==> config.mk <==
export PLATFORM = sky130hd
export DESIGN_NAME = wkc_supervisor
export DESIGN_NICKNAME = d
export VERILOG_FILES = /design/src/wkc_pkg.sv /design/src/wkc_supervisor.sv /design/src/wkc_timer.sv
export VERILOG_INCLUDE_DIRS = /design/src
export SDC_FILE = /design/constraint.sdc
export NUM_CORES = 1
export LEC_CHECK = 0
export BUFFER_PORTS_ARGS = -buffer_cell sky130_fd_sc_hd__buf_2
export CORE_AREA = 2 2 111 113
export CTS_CLUSTER_DIAMETER = 60
export DETAILED_ROUTE_END_ITERATION = 7
export DIE_AREA = 0 0 113 115
export PLACE_DENSITY = 0.94
export SLEW_MARGIN = 20
export SYNTH_ARGS = -nofsm -noshare
export SYNTH_HDL_FRONTEND = slang
export SYNTH_SLANG_ARGS = --single-unit
==> constraint.sdc <==
create_clock -name clk_i -period 4.6 [get_ports clk_i]
set_input_delay 0.23 -clock clk_i [delete_from_list [all_inputs] [get_ports clk_i]]
set_output_delay 0.23 -clock clk_i [all_outputs]
set_load 0.1 [all_outputs]
==> src/wkc_consts.svh <==
`ifndef WKC_CONSTS_SVH
`define WKC_CONSTS_SVH

// register byte offsets
`define WKC_ADR_LCTL 8'h00
`define WKC_ADR_HCTL 8'h04
`define WKC_ADR_CLK 8'h08
`define WKC_ADR_STAT 8'h0C
`define WKC_ADR_CLR 8'h10
`define WKC_ADR_IEN 8'h14
`define WKC_ADR_LIVE 8'h18

// supervisor control field positions, same layout on both sides
`define WKC_SUP_EN 0
`define WKC_SUP_FP 1
`define WKC_SUP_MD 2
`define WKC_MON_EN 3
`define WKC_MON_FP 4
`define WKC_ACE 5
`define WKC_CTL_W 6
`define WKC_LCTL_RST 6'h09
`define WKC_HCTL_RST 6'h09

// clock control fields
`define WKC_DIV_MSB 2
`define WKC_DIV_LSB 0
`define WKC_REQ_EN 3
`define WKC_LVL_MSB 5
`define WKC_LVL_LSB 4
`define WKC_CLK_RST 6'h00
`define WKC_DIV_FULL 3'h0

// event bits of status, clear and enable
`define WKC_EV_LSET 0
`define WKC_EV_HSET 1
`define WKC_EV_WAKE 2
`define WKC_EV_LOST 3
`define WKC_EV_W 4
`define WKC_EV_RST 4'h0

// live status bits
`define WKC_LV_LSET 0
`define WKC_LV_HSET 1
`define WKC_LV_HOLD 2
`define WKC_LV_OVS 3
`define WKC_LV_SLEEP 4
`define WKC_LV_STUCK 5

// sleep mode codes
`define WKC_SLEEP_LEVEL_TWO 3'h2
`define WKC_SLEEP_LEVEL_THREE 3'h3
`define WKC_SLEEP_LEVEL_FOUR 3'h4

// overshoot limits per core level, MHz
`define WKC_MHZ_L0 5'h04
`define WKC_MHZ_L1 5'h07
`define WKC_MHZ_L2 5'h0B
`define WKC_MHZ_L3 5'h0E

// times in us and the clock in MHz
`define WKC_CLK_MHZ 100
`define WKC_T_SLOW_US 150
`define WKC_T_FAST_US 2
`define WKC_T_OVS_US 6
`define WKC_T_ENTRY_US 1
`define WKC_SLOW_CYC (`WKC_T_SLOW_US * `WKC_CLK_MHZ)
`define WKC_FAST_CYC (`WKC_T_FAST_US * `WKC_CLK_MHZ)
`define WKC_OVS_CYC (`WKC_T_OVS_US * `WKC_CLK_MHZ)
`define WKC_ENTRY_CYC (`WKC_T_ENTRY_US * `WKC_CLK_MHZ)

`endif

==> src/wkc_pkg.sv <==
package wkc_pkg;
  typedef enum logic [1:0] {ST_ACTIVE, ST_SLEEP, ST_WAKE, ST_STUCK} wkc_state_t;
  typedef enum logic [1:0] {SUP_OFF, SUP_NORMAL, SUP_FULL} wkc_sup_t;

  typedef struct packed {
    logic [15:0] cnt;
    logic busy;
    logic done;
  } wkc_tmr_t;

  typedef struct packed {
    wkc_state_t st;
    logic [5:0] lctl;
    logic [5:0] hctl;
    logic [5:0] clk;
    logic [3:0] status;
    logic [3:0] ien;
    logic irq;
    logic slow;
    logic deep34;
    logic hazard;
    logic hold;
    logic slp;
    logic subsystem_clock_run;
    logic mclk_ovs;
    logic subsystem_clock_ovs;
    wkc_sup_t lsup;
    wkc_sup_t lmon;
    wkc_sup_t hsup;
    wkc_sup_t hmon;
    logic waitreq;
    logic [31:0] rdata;
  } wkc_reg_t;
endpackage : wkc_pkg

==> src/wkc_supervisor.sv <==
// Summary of operation
// normal-performance low side holds off cpu 150 us after deep wake
// low side off or full performance shortens the hold-off to 2 us
// oscillator overshoots 6 us after wake from level three or four; flag main clock over level limit
// software sets main clock divide-by-two before the deepest sleeps
// software waits 32/48/80/100 cycles before restoring the divider
// subsystem clock is not gated on wake and may overshoot 6 us
// software may keep subsystem clock requested and halt its users
// full-performance low side settles about 2 us after a write
// normal low side settles about 150 us after a write
// software uses normal mode when raising the core level
// interrupt within 1 us of risky entry is lost; only reset recovers
// software waits for both settle flags before deep sleep entry
// risk when low side is fast and high side drops normal to off
// sleep states: disabled off; auto turns off or drops full to normal
// wake is slow when a low side unit stays normal in sleep
`timescale 1ns/1ps
`default_nettype none
`include "wkc_consts.svh"
module wkc_supervisor #(
  parameter logic [15:0] SLOW_CYC = 16'(`WKC_SLOW_CYC)
) (
  input wire logic clk_i,
  input wire logic nrst_i,
  input wire logic [7:0] avs_address_i,
  input wire logic avs_read_i,
  input wire logic avs_write_i,
  input wire logic [31:0] avs_writedata_i,
  input wire logic [3:0] avs_byteenable_i,
  output logic [31:0] avs_readdata_o,
  output logic avs_waitrequest_o,
  input wire logic sleep_req_i,
  input wire logic [2:0] sleep_mode_i,
  input wire logic wake_irq_i,
  input wire logic soft_reset_i,
  input wire logic mclk_from_osc_i,
  input wire logic subsystem_clock_from_osc_i,
  input wire logic [4:0] osc_mhz_i,
  output logic cpu_hold_o,
  output logic sleep_o,
  output logic [2:0] main_clock_divider_o,
  output logic subsystem_clock_run_o,
  output logic osc_overshoot_o,
  output logic mclk_overspeed_o,
  output logic subsystem_clock_overspeed_o,
  output logic low_settle_o,
  output logic high_settle_o,
  output wkc_pkg::wkc_sup_t low_sup_state_o,
  output wkc_pkg::wkc_sup_t low_mon_state_o,
  output wkc_pkg::wkc_sup_t high_sup_state_o,
  output wkc_pkg::wkc_sup_t high_mon_state_o,
  output logic irq_o
);
  import wkc_pkg::*;

  localparam logic [15:0] FAST_CYC = 16'(`WKC_FAST_CYC);
  localparam logic [15:0] OVS_CYC = 16'(`WKC_OVS_CYC);
  localparam logic [15:0] ENTRY_CYC = 16'(`WKC_ENTRY_CYC);

  // unit state for the current power mode
  function automatic wkc_sup_t sup_state(input logic en, input logic fp,
      input logic md, input logic ace, input logic slp);
    wkc_sup_t s;
    s = SUP_OFF;
    if (en) begin
      if (!slp || (!ace && md)) begin
        s = fp ? SUP_FULL : SUP_NORMAL;
      end else if (ace && md && fp) begin
        s = SUP_NORMAL;
      end
    end
    return s;
  endfunction : sup_state

  function automatic logic [4:0] osc_limit(input logic [1:0] lvl);
    logic [4:0] m;
    case (lvl)
      2'h0: m = `WKC_MHZ_L0;
      2'h1: m = `WKC_MHZ_L1;
      2'h2: m = `WKC_MHZ_L2;
      default: m = `WKC_MHZ_L3;
    endcase
    return m;
  endfunction : osc_limit

  wkc_reg_t cur;
  wkc_reg_t nxt;

  logic hold_load, lset_load, hset_load, ovs_load, entry_load;
  logic [15:0] hold_cnt, lset_cnt, hset_cnt;
  logic hold_busy, hold_done, lset_busy, lset_done;
  logic hset_busy, hset_done, ovs_busy, entry_busy;
  logic [3:0] ev;
  logic [3:0] clr;
  logic [31:0] rmux;
  logic req, acc_wr, low_fast, high_risk, r15_slow, in_sleep;

  assign req = avs_read_i | avs_write_i;
  // a write lands only on the edge where waitrequest is seen low
  assign acc_wr = avs_write_i & !cur.waitreq & avs_byteenable_i[0];
  assign low_fast = !cur.lctl[`WKC_SUP_EN] | cur.lctl[`WKC_SUP_FP] |
                    !cur.lctl[`WKC_MON_EN] | cur.lctl[`WKC_MON_FP];
  assign high_risk = (cur.hctl[`WKC_SUP_EN] & !cur.hctl[`WKC_SUP_FP] &
                      (!cur.hctl[`WKC_SUP_MD] | cur.hctl[`WKC_ACE])) |
                     (cur.hctl[`WKC_MON_EN] & !cur.hctl[`WKC_MON_FP] &
                      cur.hctl[`WKC_ACE]);
  assign r15_slow =
    (sup_state(cur.lctl[`WKC_SUP_EN], cur.lctl[`WKC_SUP_FP],
       cur.lctl[`WKC_SUP_MD], cur.lctl[`WKC_ACE], 1'b1) == SUP_NORMAL) ||
    (sup_state(cur.lctl[`WKC_MON_EN], cur.lctl[`WKC_MON_FP], 1'b1,
       cur.lctl[`WKC_ACE], 1'b1) == SUP_NORMAL);

  always_comb begin
    case (avs_address_i)
      `WKC_ADR_LCTL: rmux = {26'h000_0000, cur.lctl};
      `WKC_ADR_HCTL: rmux = {26'h000_0000, cur.hctl};
      `WKC_ADR_CLK: rmux = {26'h000_0000, cur.clk};
      `WKC_ADR_STAT: rmux = {28'h000_0000, cur.status};
      `WKC_ADR_IEN: rmux = {28'h000_0000, cur.ien};
      `WKC_ADR_LIVE: rmux = {26'h000_0000, cur.st == ST_STUCK, cur.slp,
                             ovs_busy, cur.hold, hset_busy, lset_busy};
      default: rmux = 32'h0000_0000;
    endcase
  end

  always_comb begin
    nxt = cur;
    hold_load = 1'b0;
    ovs_load = 1'b0;
    entry_load = 1'b0;
    ev = `WKC_EV_RST;
    ev[`WKC_EV_LSET] = lset_done;
    ev[`WKC_EV_HSET] = hset_done;
    clr = `WKC_EV_RST;
    lset_load = 1'b0;
    hset_load = 1'b0;
    // the settle window length follows the mode being written
    lset_cnt = avs_writedata_i[`WKC_SUP_FP] ? FAST_CYC : SLOW_CYC;
    hset_cnt = avs_writedata_i[`WKC_SUP_FP] ? FAST_CYC : SLOW_CYC;
    hold_cnt = cur.slow ? SLOW_CYC : FAST_CYC;

    nxt.waitreq = !(req && cur.waitreq);
    if (req && cur.waitreq) begin
      nxt.rdata = avs_read_i ? rmux : 32'h0000_0000;
    end
    if (acc_wr) begin
      case (avs_address_i)
        `WKC_ADR_LCTL: begin
          nxt.lctl = avs_writedata_i[`WKC_CTL_W-1:0];
          lset_load = 1'b1;
        end
        `WKC_ADR_HCTL: begin
          nxt.hctl = avs_writedata_i[`WKC_CTL_W-1:0];
          hset_load = 1'b1;
        end
        `WKC_ADR_CLK: nxt.clk = avs_writedata_i[`WKC_CTL_W-1:0];
        `WKC_ADR_CLR: clr = avs_writedata_i[`WKC_EV_W-1:0];
        `WKC_ADR_IEN: nxt.ien = avs_writedata_i[`WKC_EV_W-1:0];
        default: ;
      endcase
    end

    case (cur.st)
      ST_ACTIVE: begin
        if (sleep_req_i && (sleep_mode_i == `WKC_SLEEP_LEVEL_TWO ||
            sleep_mode_i == `WKC_SLEEP_LEVEL_THREE || sleep_mode_i == `WKC_SLEEP_LEVEL_FOUR)) begin
          nxt.st = ST_SLEEP;
          nxt.deep34 = (sleep_mode_i != `WKC_SLEEP_LEVEL_TWO);
          nxt.slow = r15_slow;
          // entering before both settle windows close is risky too
          nxt.hazard = (low_fast & high_risk) | lset_busy | hset_busy;
          entry_load = 1'b1;
        end
      end
      ST_SLEEP: begin
        if (wake_irq_i) begin
          if (cur.hazard && entry_busy) begin
            nxt.st = ST_STUCK;
            ev[`WKC_EV_LOST] = 1'b1;
          end else begin
            nxt.st = ST_WAKE;
            nxt.hold = 1'b1;
            hold_load = 1'b1;
            ovs_load = cur.deep34;
          end
        end
      end
      ST_WAKE: begin
        if (hold_done) begin
          nxt.st = ST_ACTIVE;
          nxt.hold = 1'b0;
          ev[`WKC_EV_WAKE] = 1'b1;
        end
      end
      ST_STUCK: nxt.st = ST_STUCK;
      default: nxt.st = ST_ACTIVE;
    endcase
    // a watchdog-class reset is the soft way out of a lost wake
    if (soft_reset_i) begin
      nxt.st = ST_ACTIVE;
      nxt.hold = 1'b0;
    end

    // set wins over a clear in the same cycle
    nxt.status = (cur.status & ~clr) | ev;
    nxt.irq = |(nxt.status & nxt.ien);

    in_sleep = (nxt.st == ST_SLEEP) || (nxt.st == ST_STUCK);
    nxt.slp = in_sleep;
    nxt.lsup = sup_state(nxt.lctl[`WKC_SUP_EN], nxt.lctl[`WKC_SUP_FP],
      nxt.lctl[`WKC_SUP_MD], nxt.lctl[`WKC_ACE], in_sleep);
    nxt.lmon = sup_state(nxt.lctl[`WKC_MON_EN], nxt.lctl[`WKC_MON_FP],
      1'b1, nxt.lctl[`WKC_ACE], in_sleep);
    nxt.hsup = sup_state(nxt.hctl[`WKC_SUP_EN], nxt.hctl[`WKC_SUP_FP],
      nxt.hctl[`WKC_SUP_MD], nxt.hctl[`WKC_ACE], in_sleep);
    nxt.hmon = sup_state(nxt.hctl[`WKC_MON_EN], nxt.hctl[`WKC_MON_FP],
      1'b1, nxt.hctl[`WKC_ACE], in_sleep);
    // the subsystem clock is never masked on wake, only by sleep
    nxt.subsystem_clock_run = !in_sleep | nxt.clk[`WKC_REQ_EN];
    nxt.mclk_ovs = ovs_busy & !cur.hold & mclk_from_osc_i &
      (cur.clk[`WKC_DIV_MSB:`WKC_DIV_LSB] == `WKC_DIV_FULL) &
      (osc_mhz_i > osc_limit(cur.clk[`WKC_LVL_MSB:`WKC_LVL_LSB]));
    nxt.subsystem_clock_ovs = ovs_busy & subsystem_clock_from_osc_i & cur.subsystem_clock_run;
  end

  always_ff @(posedge clk_i) begin
    if (!nrst_i) begin
      cur <= '0;
      cur.lctl <= `WKC_LCTL_RST;
      cur.hctl <= `WKC_HCTL_RST;
      cur.clk <= `WKC_CLK_RST;
      cur.waitreq <= 1'b1;
      cur.lsup <= SUP_NORMAL;
      cur.lmon <= SUP_NORMAL;
      cur.hsup <= SUP_NORMAL;
      cur.hmon <= SUP_NORMAL;
      cur.subsystem_clock_run <= 1'b1;
    end else begin
      cur <= nxt;
    end
  end

  wkc_timer u_hold (.clk_i(clk_i), .nrst_i(nrst_i), .load_i(hold_load),
    .count_i(hold_cnt), .busy_o(hold_busy), .done_o(hold_done));
  wkc_timer u_lset (.clk_i(clk_i), .nrst_i(nrst_i), .load_i(lset_load),
    .count_i(lset_cnt), .busy_o(lset_busy), .done_o(lset_done));
  wkc_timer u_hset (.clk_i(clk_i), .nrst_i(nrst_i), .load_i(hset_load),
    .count_i(hset_cnt), .busy_o(hset_busy), .done_o(hset_done));
  wkc_timer u_ovs (.clk_i(clk_i), .nrst_i(nrst_i), .load_i(ovs_load),
    .count_i(OVS_CYC), .busy_o(ovs_busy), .done_o());
  wkc_timer u_entry (.clk_i(clk_i), .nrst_i(nrst_i), .load_i(entry_load),
    .count_i(ENTRY_CYC), .busy_o(entry_busy), .done_o());

  assign avs_readdata_o = cur.rdata;
  assign avs_waitrequest_o = cur.waitreq;
  assign cpu_hold_o = cur.hold;
  assign sleep_o = cur.slp;
  assign main_clock_divider_o = cur.clk[`WKC_DIV_MSB:`WKC_DIV_LSB];
  assign subsystem_clock_run_o = cur.subsystem_clock_run;
  assign osc_overshoot_o = ovs_busy;
  assign mclk_overspeed_o = cur.mclk_ovs;
  assign subsystem_clock_overspeed_o = cur.subsystem_clock_ovs;
  assign low_settle_o = lset_busy;
  assign high_settle_o = hset_busy;
  assign low_sup_state_o = cur.lsup;
  assign low_mon_state_o = cur.lmon;
  assign high_sup_state_o = cur.hsup;
  assign high_mon_state_o = cur.hmon;
  assign irq_o = cur.irq;

  // cycles the hold-off has lasted, for checking its length
  logic [15:0] hold_len_ff;
  always_ff @(posedge clk_i) begin
    if (!nrst_i || soft_reset_i) begin
      hold_len_ff <= 16'h0000;
    end else if (cpu_hold_o) begin
      hold_len_ff <= 16'(hold_len_ff + 16'h0001);
    end else begin
      hold_len_ff <= 16'h0000;
    end
  end
endmodule : wkc_supervisor
`default_nettype wire

==> src/wkc_timer.sv <==
`timescale 1ns/1ps
`default_nettype none
// one-shot down counter: busy for exactly count_i cycles after a load
module wkc_timer (
  input wire logic clk_i,
  input wire logic nrst_i,
  input wire logic load_i,
  input wire logic [15:0] count_i,
  output logic busy_o,
  output logic done_o
);
  import wkc_pkg::*;

  wkc_tmr_t cur;
  wkc_tmr_t nxt;

  always_comb begin
    nxt = cur;
    nxt.done = 1'b0;
    if (load_i) begin
      // a reload restarts the window, so back-to-back writes extend it
      nxt.cnt = 16'(count_i - 16'h0001);
      nxt.busy = (count_i != 16'h0000);
    end else if (cur.busy) begin
      if (cur.cnt == 16'h0000) begin
        nxt.busy = 1'b0;
        nxt.done = 1'b1;
      end else begin
        nxt.cnt = 16'(cur.cnt - 16'h0001);
      end
    end
  end

  always_ff @(posedge clk_i) begin
    if (!nrst_i) begin
      cur <= '0;
    end else begin
      cur <= nxt;
    end
  end

  assign busy_o = cur.busy;
  assign done_o = cur.done;
endmodule : wkc_timer
`default_nettype wire
==> results.yml <==
run_status:
  outcome: "finished with violations"
  violations: "DRC"
setup_path:
  r2r_start: "u_hset.cur[2]$_SDFFE_PN0P_"
  rrSetupSlack_ns: 2.17
  endpoint_kind: "flop"
  worstPathMaxFanout: 8
  crit_arrival_ns: 2.72
  start_kind: "flop"
  crit_required_ns: 4.89
  worstSetupStartpoint: "u_hset.cur[2]$_SDFFE_PN0P_"
  worst_r2r_endpoint: "u_hset.cur[6]$_SDFFE_PN0P_"
  reg2reg_depth: 7
  critical_path_class: "flop to flop"
global_route:
  grt_use_total_pct: 26.56
  grt_max_degree: 44
  grt_pass1_vias: 5630
  overflow: 0
  antenna_found_initial: 0
  grt_pass1_wl_mm: 27.18
logic_synthesis:
  synth_common_cells: "dfxtp_1, nor2_1, a21oi_1, nand2_1, buf_4"
  ys_seq_area_share_pct: 40.11
  synth-main-ff-cell: "dfxtp_1"
  yosysUniqueCellTypes: 67
  synth_top_area_share_pct: 40.11
  syn_avg_cell_area_um2: 8.573
  yosysMostFrequentCell: "dfxtp_1"
  synth_edf_count: 0
  synth_cells: 815
  synth_top_cell_by_area: "dfxtp_1"
  synth.area.top_cells: "dfxtp_1, nor2_1, buf_4, a21oi_1, xor2_1"
  yosysWarningCount: 0
  synth_seq_cells: 140
  synth-async-reset-ratio_pct: 0
  synth.cell_area_um2: 6987
drt:
  via_per_inst: 6.051
  first_iter_violations: 547
  vias: 6105
  wl_mm: 16.89
  antenna_left: 0
  firstDrtPassIters: 7
  drcViolationCount: 7
  wl_per_cell_um: 16.74
placement:
  place.gp.congestion: 0.9270
  dpl.cell_count: 977
  dp_slack_ns: 2.051
  port_buffers: 58
  dpl.hpwl_mm: 11.61
sta:
  tns_ns: 0
  rsz0062_at_grt: "false"
  hold_viol: 0
  setup_viol_count_final: 0
  timing.final.crit_share_pct: 52.86
  finalMaxSlewViolations: 0
  max_slew_margin_pct: 19.95
  fin_ws_ns: 2.168
  tightest_slew_ns: 1.190
  fin_skew_ns: 0.008616
  clock.fmax_mhz: 411.2
  fin_crit_ns: 2.432
power:
  p_comb_share_pct: 9.8
  max-vdd-ir-drop_v: 0.0002704
  internal_power_mw: 2.201
  p_per_area_nw_per_um2: 380.2
  switchingPower_mw: 0.7483
  pwr-share-seq_pct: 42.4
  power.leakage_nw: 3.042
  switching_share_pct: 25.37
  clock_power_share_pct: 47.9
floorplan:
  die_w_um: 113
  die_area_um2: 13000
  chipHeight_um: 115
  core_um2: 11810
  start_util_pct: 59.15
  io_pins: 114
  rows: 40
cells_and_area:
  diodes: 0
  finalNetCount: 924
  syn_to_final_growth_pct: 11.05
  final_cells: 1009
  fill_cells: 940
  drive_gt1_share_pct: 13.92
clocking:
  numCtsBuffers: 17
  insertion_delay_ns: 0.44
  ctsLongestPathBuffers: 2
  cts_setup_buffers: 0
  clock-sinks: 140
  clk_pin_slew_ns: 0.06
  cts_root_buffer: "clkbuf_16"
  h-tree-depth: 4
  ctsHoldBuffers: 0
  cts_tree: "built"
  cts-resized-gates: 0
worst_hold_path:
  hold_class: "input port to flop"
  holdPathEnd: "mclk_overspeed_o$_SDFF_PN0_"
  whs_path_depth: 3
  min_from: "osc_mhz_i[4]"
job:
  drv_cap: 0
==> power groups by stage <==
stage | Clock (mW) | Sequential [mW] | Combinational [mW]
3_3_place_gp | 0 | 1.27 | 0.277
3_5_place_dp | 0 | 1.28 | 0.283
2_1_floorplan | 0 | 1.28 | 0.242
6_report | 1.41 | 1.25 | 0.288
5_1_grt | 1.47 | 1.25 | 0.308
4_1_cts | 1.42 | 1.25 | 0.284
==> how the worst max path moves through the flow <==
stage	end	slack, ns
after floorplan	u_lset.cur[17]$_SDFFE_PN0P_	1.93
final	u_hset.cur[6]$_SDFFE_PN0P_	2.17
after global placement	low_sup_state_o[0]$_SDFF_PN1_	2.14
after detailed placement	low_sup_state_o[0]$_SDFF_PN1_	2.05
after CTS	u_hset.cur[6]$_SDFFE_PN0P_	2.20
after global routing	u_entry.cur[3]$_SDFFE_PN0P_	1.87
==> area by class of cell <==
type                            count  area, µm²  area share (%)
Multi-Input combinational cell    598       3732           48.11
Clock inverter                      6      107.6           1.387
Timing Repair Buffer               62      320.3           4.128
Tap cell                          147      183.9           2.371
Sequential cell                   140       2803           36.12
Clock buffer                       26      499.2           6.434
Inverter                           30      112.6           1.451
==> worst max-delay path, cell delays in order, from the launching register on <==
cell,delay (ns)
dfxtp_1,0.33
inv_1,0.07
ha_1,0.20
nor4b_1,0.61
and2_1,0.38
a21boi_1,0.25
a221oi_1,0.38
nor2_1,0.07
==> per-layer routing <==
| layer | track usage, % | share of wire, % | vias up |
|---|---|---|---|
| met5 | 0 | 0 | - |
| met4 | 9.512 | 2.3 | 0 |
| met3 | 7.855 | 7.3 | 44 |
| met2 | 45.83 | 49 | 219 |
| met1 | 31.66 | 41 | 2911 |
| li1 | - | - | 2931 |
==> sequential cells by signal, summed over array words and instances, names as in the netlist, 3 cells and up <==
signal / cells
u_hset.cur: 16
u_hold.cur: 16
avs_readdata_o: 6
cur: 28
main_clock_divider_o: 3
u_entry.cur: 16
u_lset.cur: 16
u_ovs.cur: 16
==> cell families (layout without fill, tap and decap cells) <==
kind of cell / Yosys count / in the layout / share of synthesized area, %
compound gates: 171 / 171 / 15.83
xor+xnor: 56 / 56 / 7.020
fa+ha+maj: 14 / 14 / 2.507
buf+inv: 102 / 124 / 7.808
flops: 140 / 140 / 40.11
mux: 20 / 20 / 2.991
other cells: 1 / 26 / 0.05367
simple gates: 311 / 311 / 23.67
==> cells in the final DEF, fill, tap and decap left out, types with 5 or more instances in the layout <==
cell,count
clkbuf_1,5
nand2b_1,9
or4_1,12
a311oi_1,5
o31ai_1,7
ha_1,14
a21oi_1,54
nand2_1,50
inv_1,30
and3_1,5
or3_1,8
nor2_1,88
xor2_1,30
xnor2_1,26
dfxtp_1,140
nor3_1,33
mux2_2,7
and2_1,11
nand3_1,24
conb_1,26
a31oi_1,14
a22oi_1,6
or2_2,8
o2111ai_1,7
nor4b_1,7
clkbuf_16,17
nand4_1,7
a211oi_1,13
mux2i_1,13
buf_2,58
o21ai_0,30
nor4_1,14
==> per-stage QoR <==
stage | utilization, % | power, mW | cell area, µm² | hold WS [ns]
2_1_floorplan | - | 1.522 | 7081 | 0.3459
3_3_place_gp | 60.55 | 1.552 | 7152 | 0.4357
3_5_place_dp | 60.55 | 1.558 | 7152 | 0.4415
4_1_cts | 65.69 | 2.949 | 7759 | 0.03238
5_1_grt | 65.69 | 3.029 | 7759 | 0.04178
6_report | 65.69 | 2.949 | 7759 | 0.03186
Power figures use the tool's default switching activity.
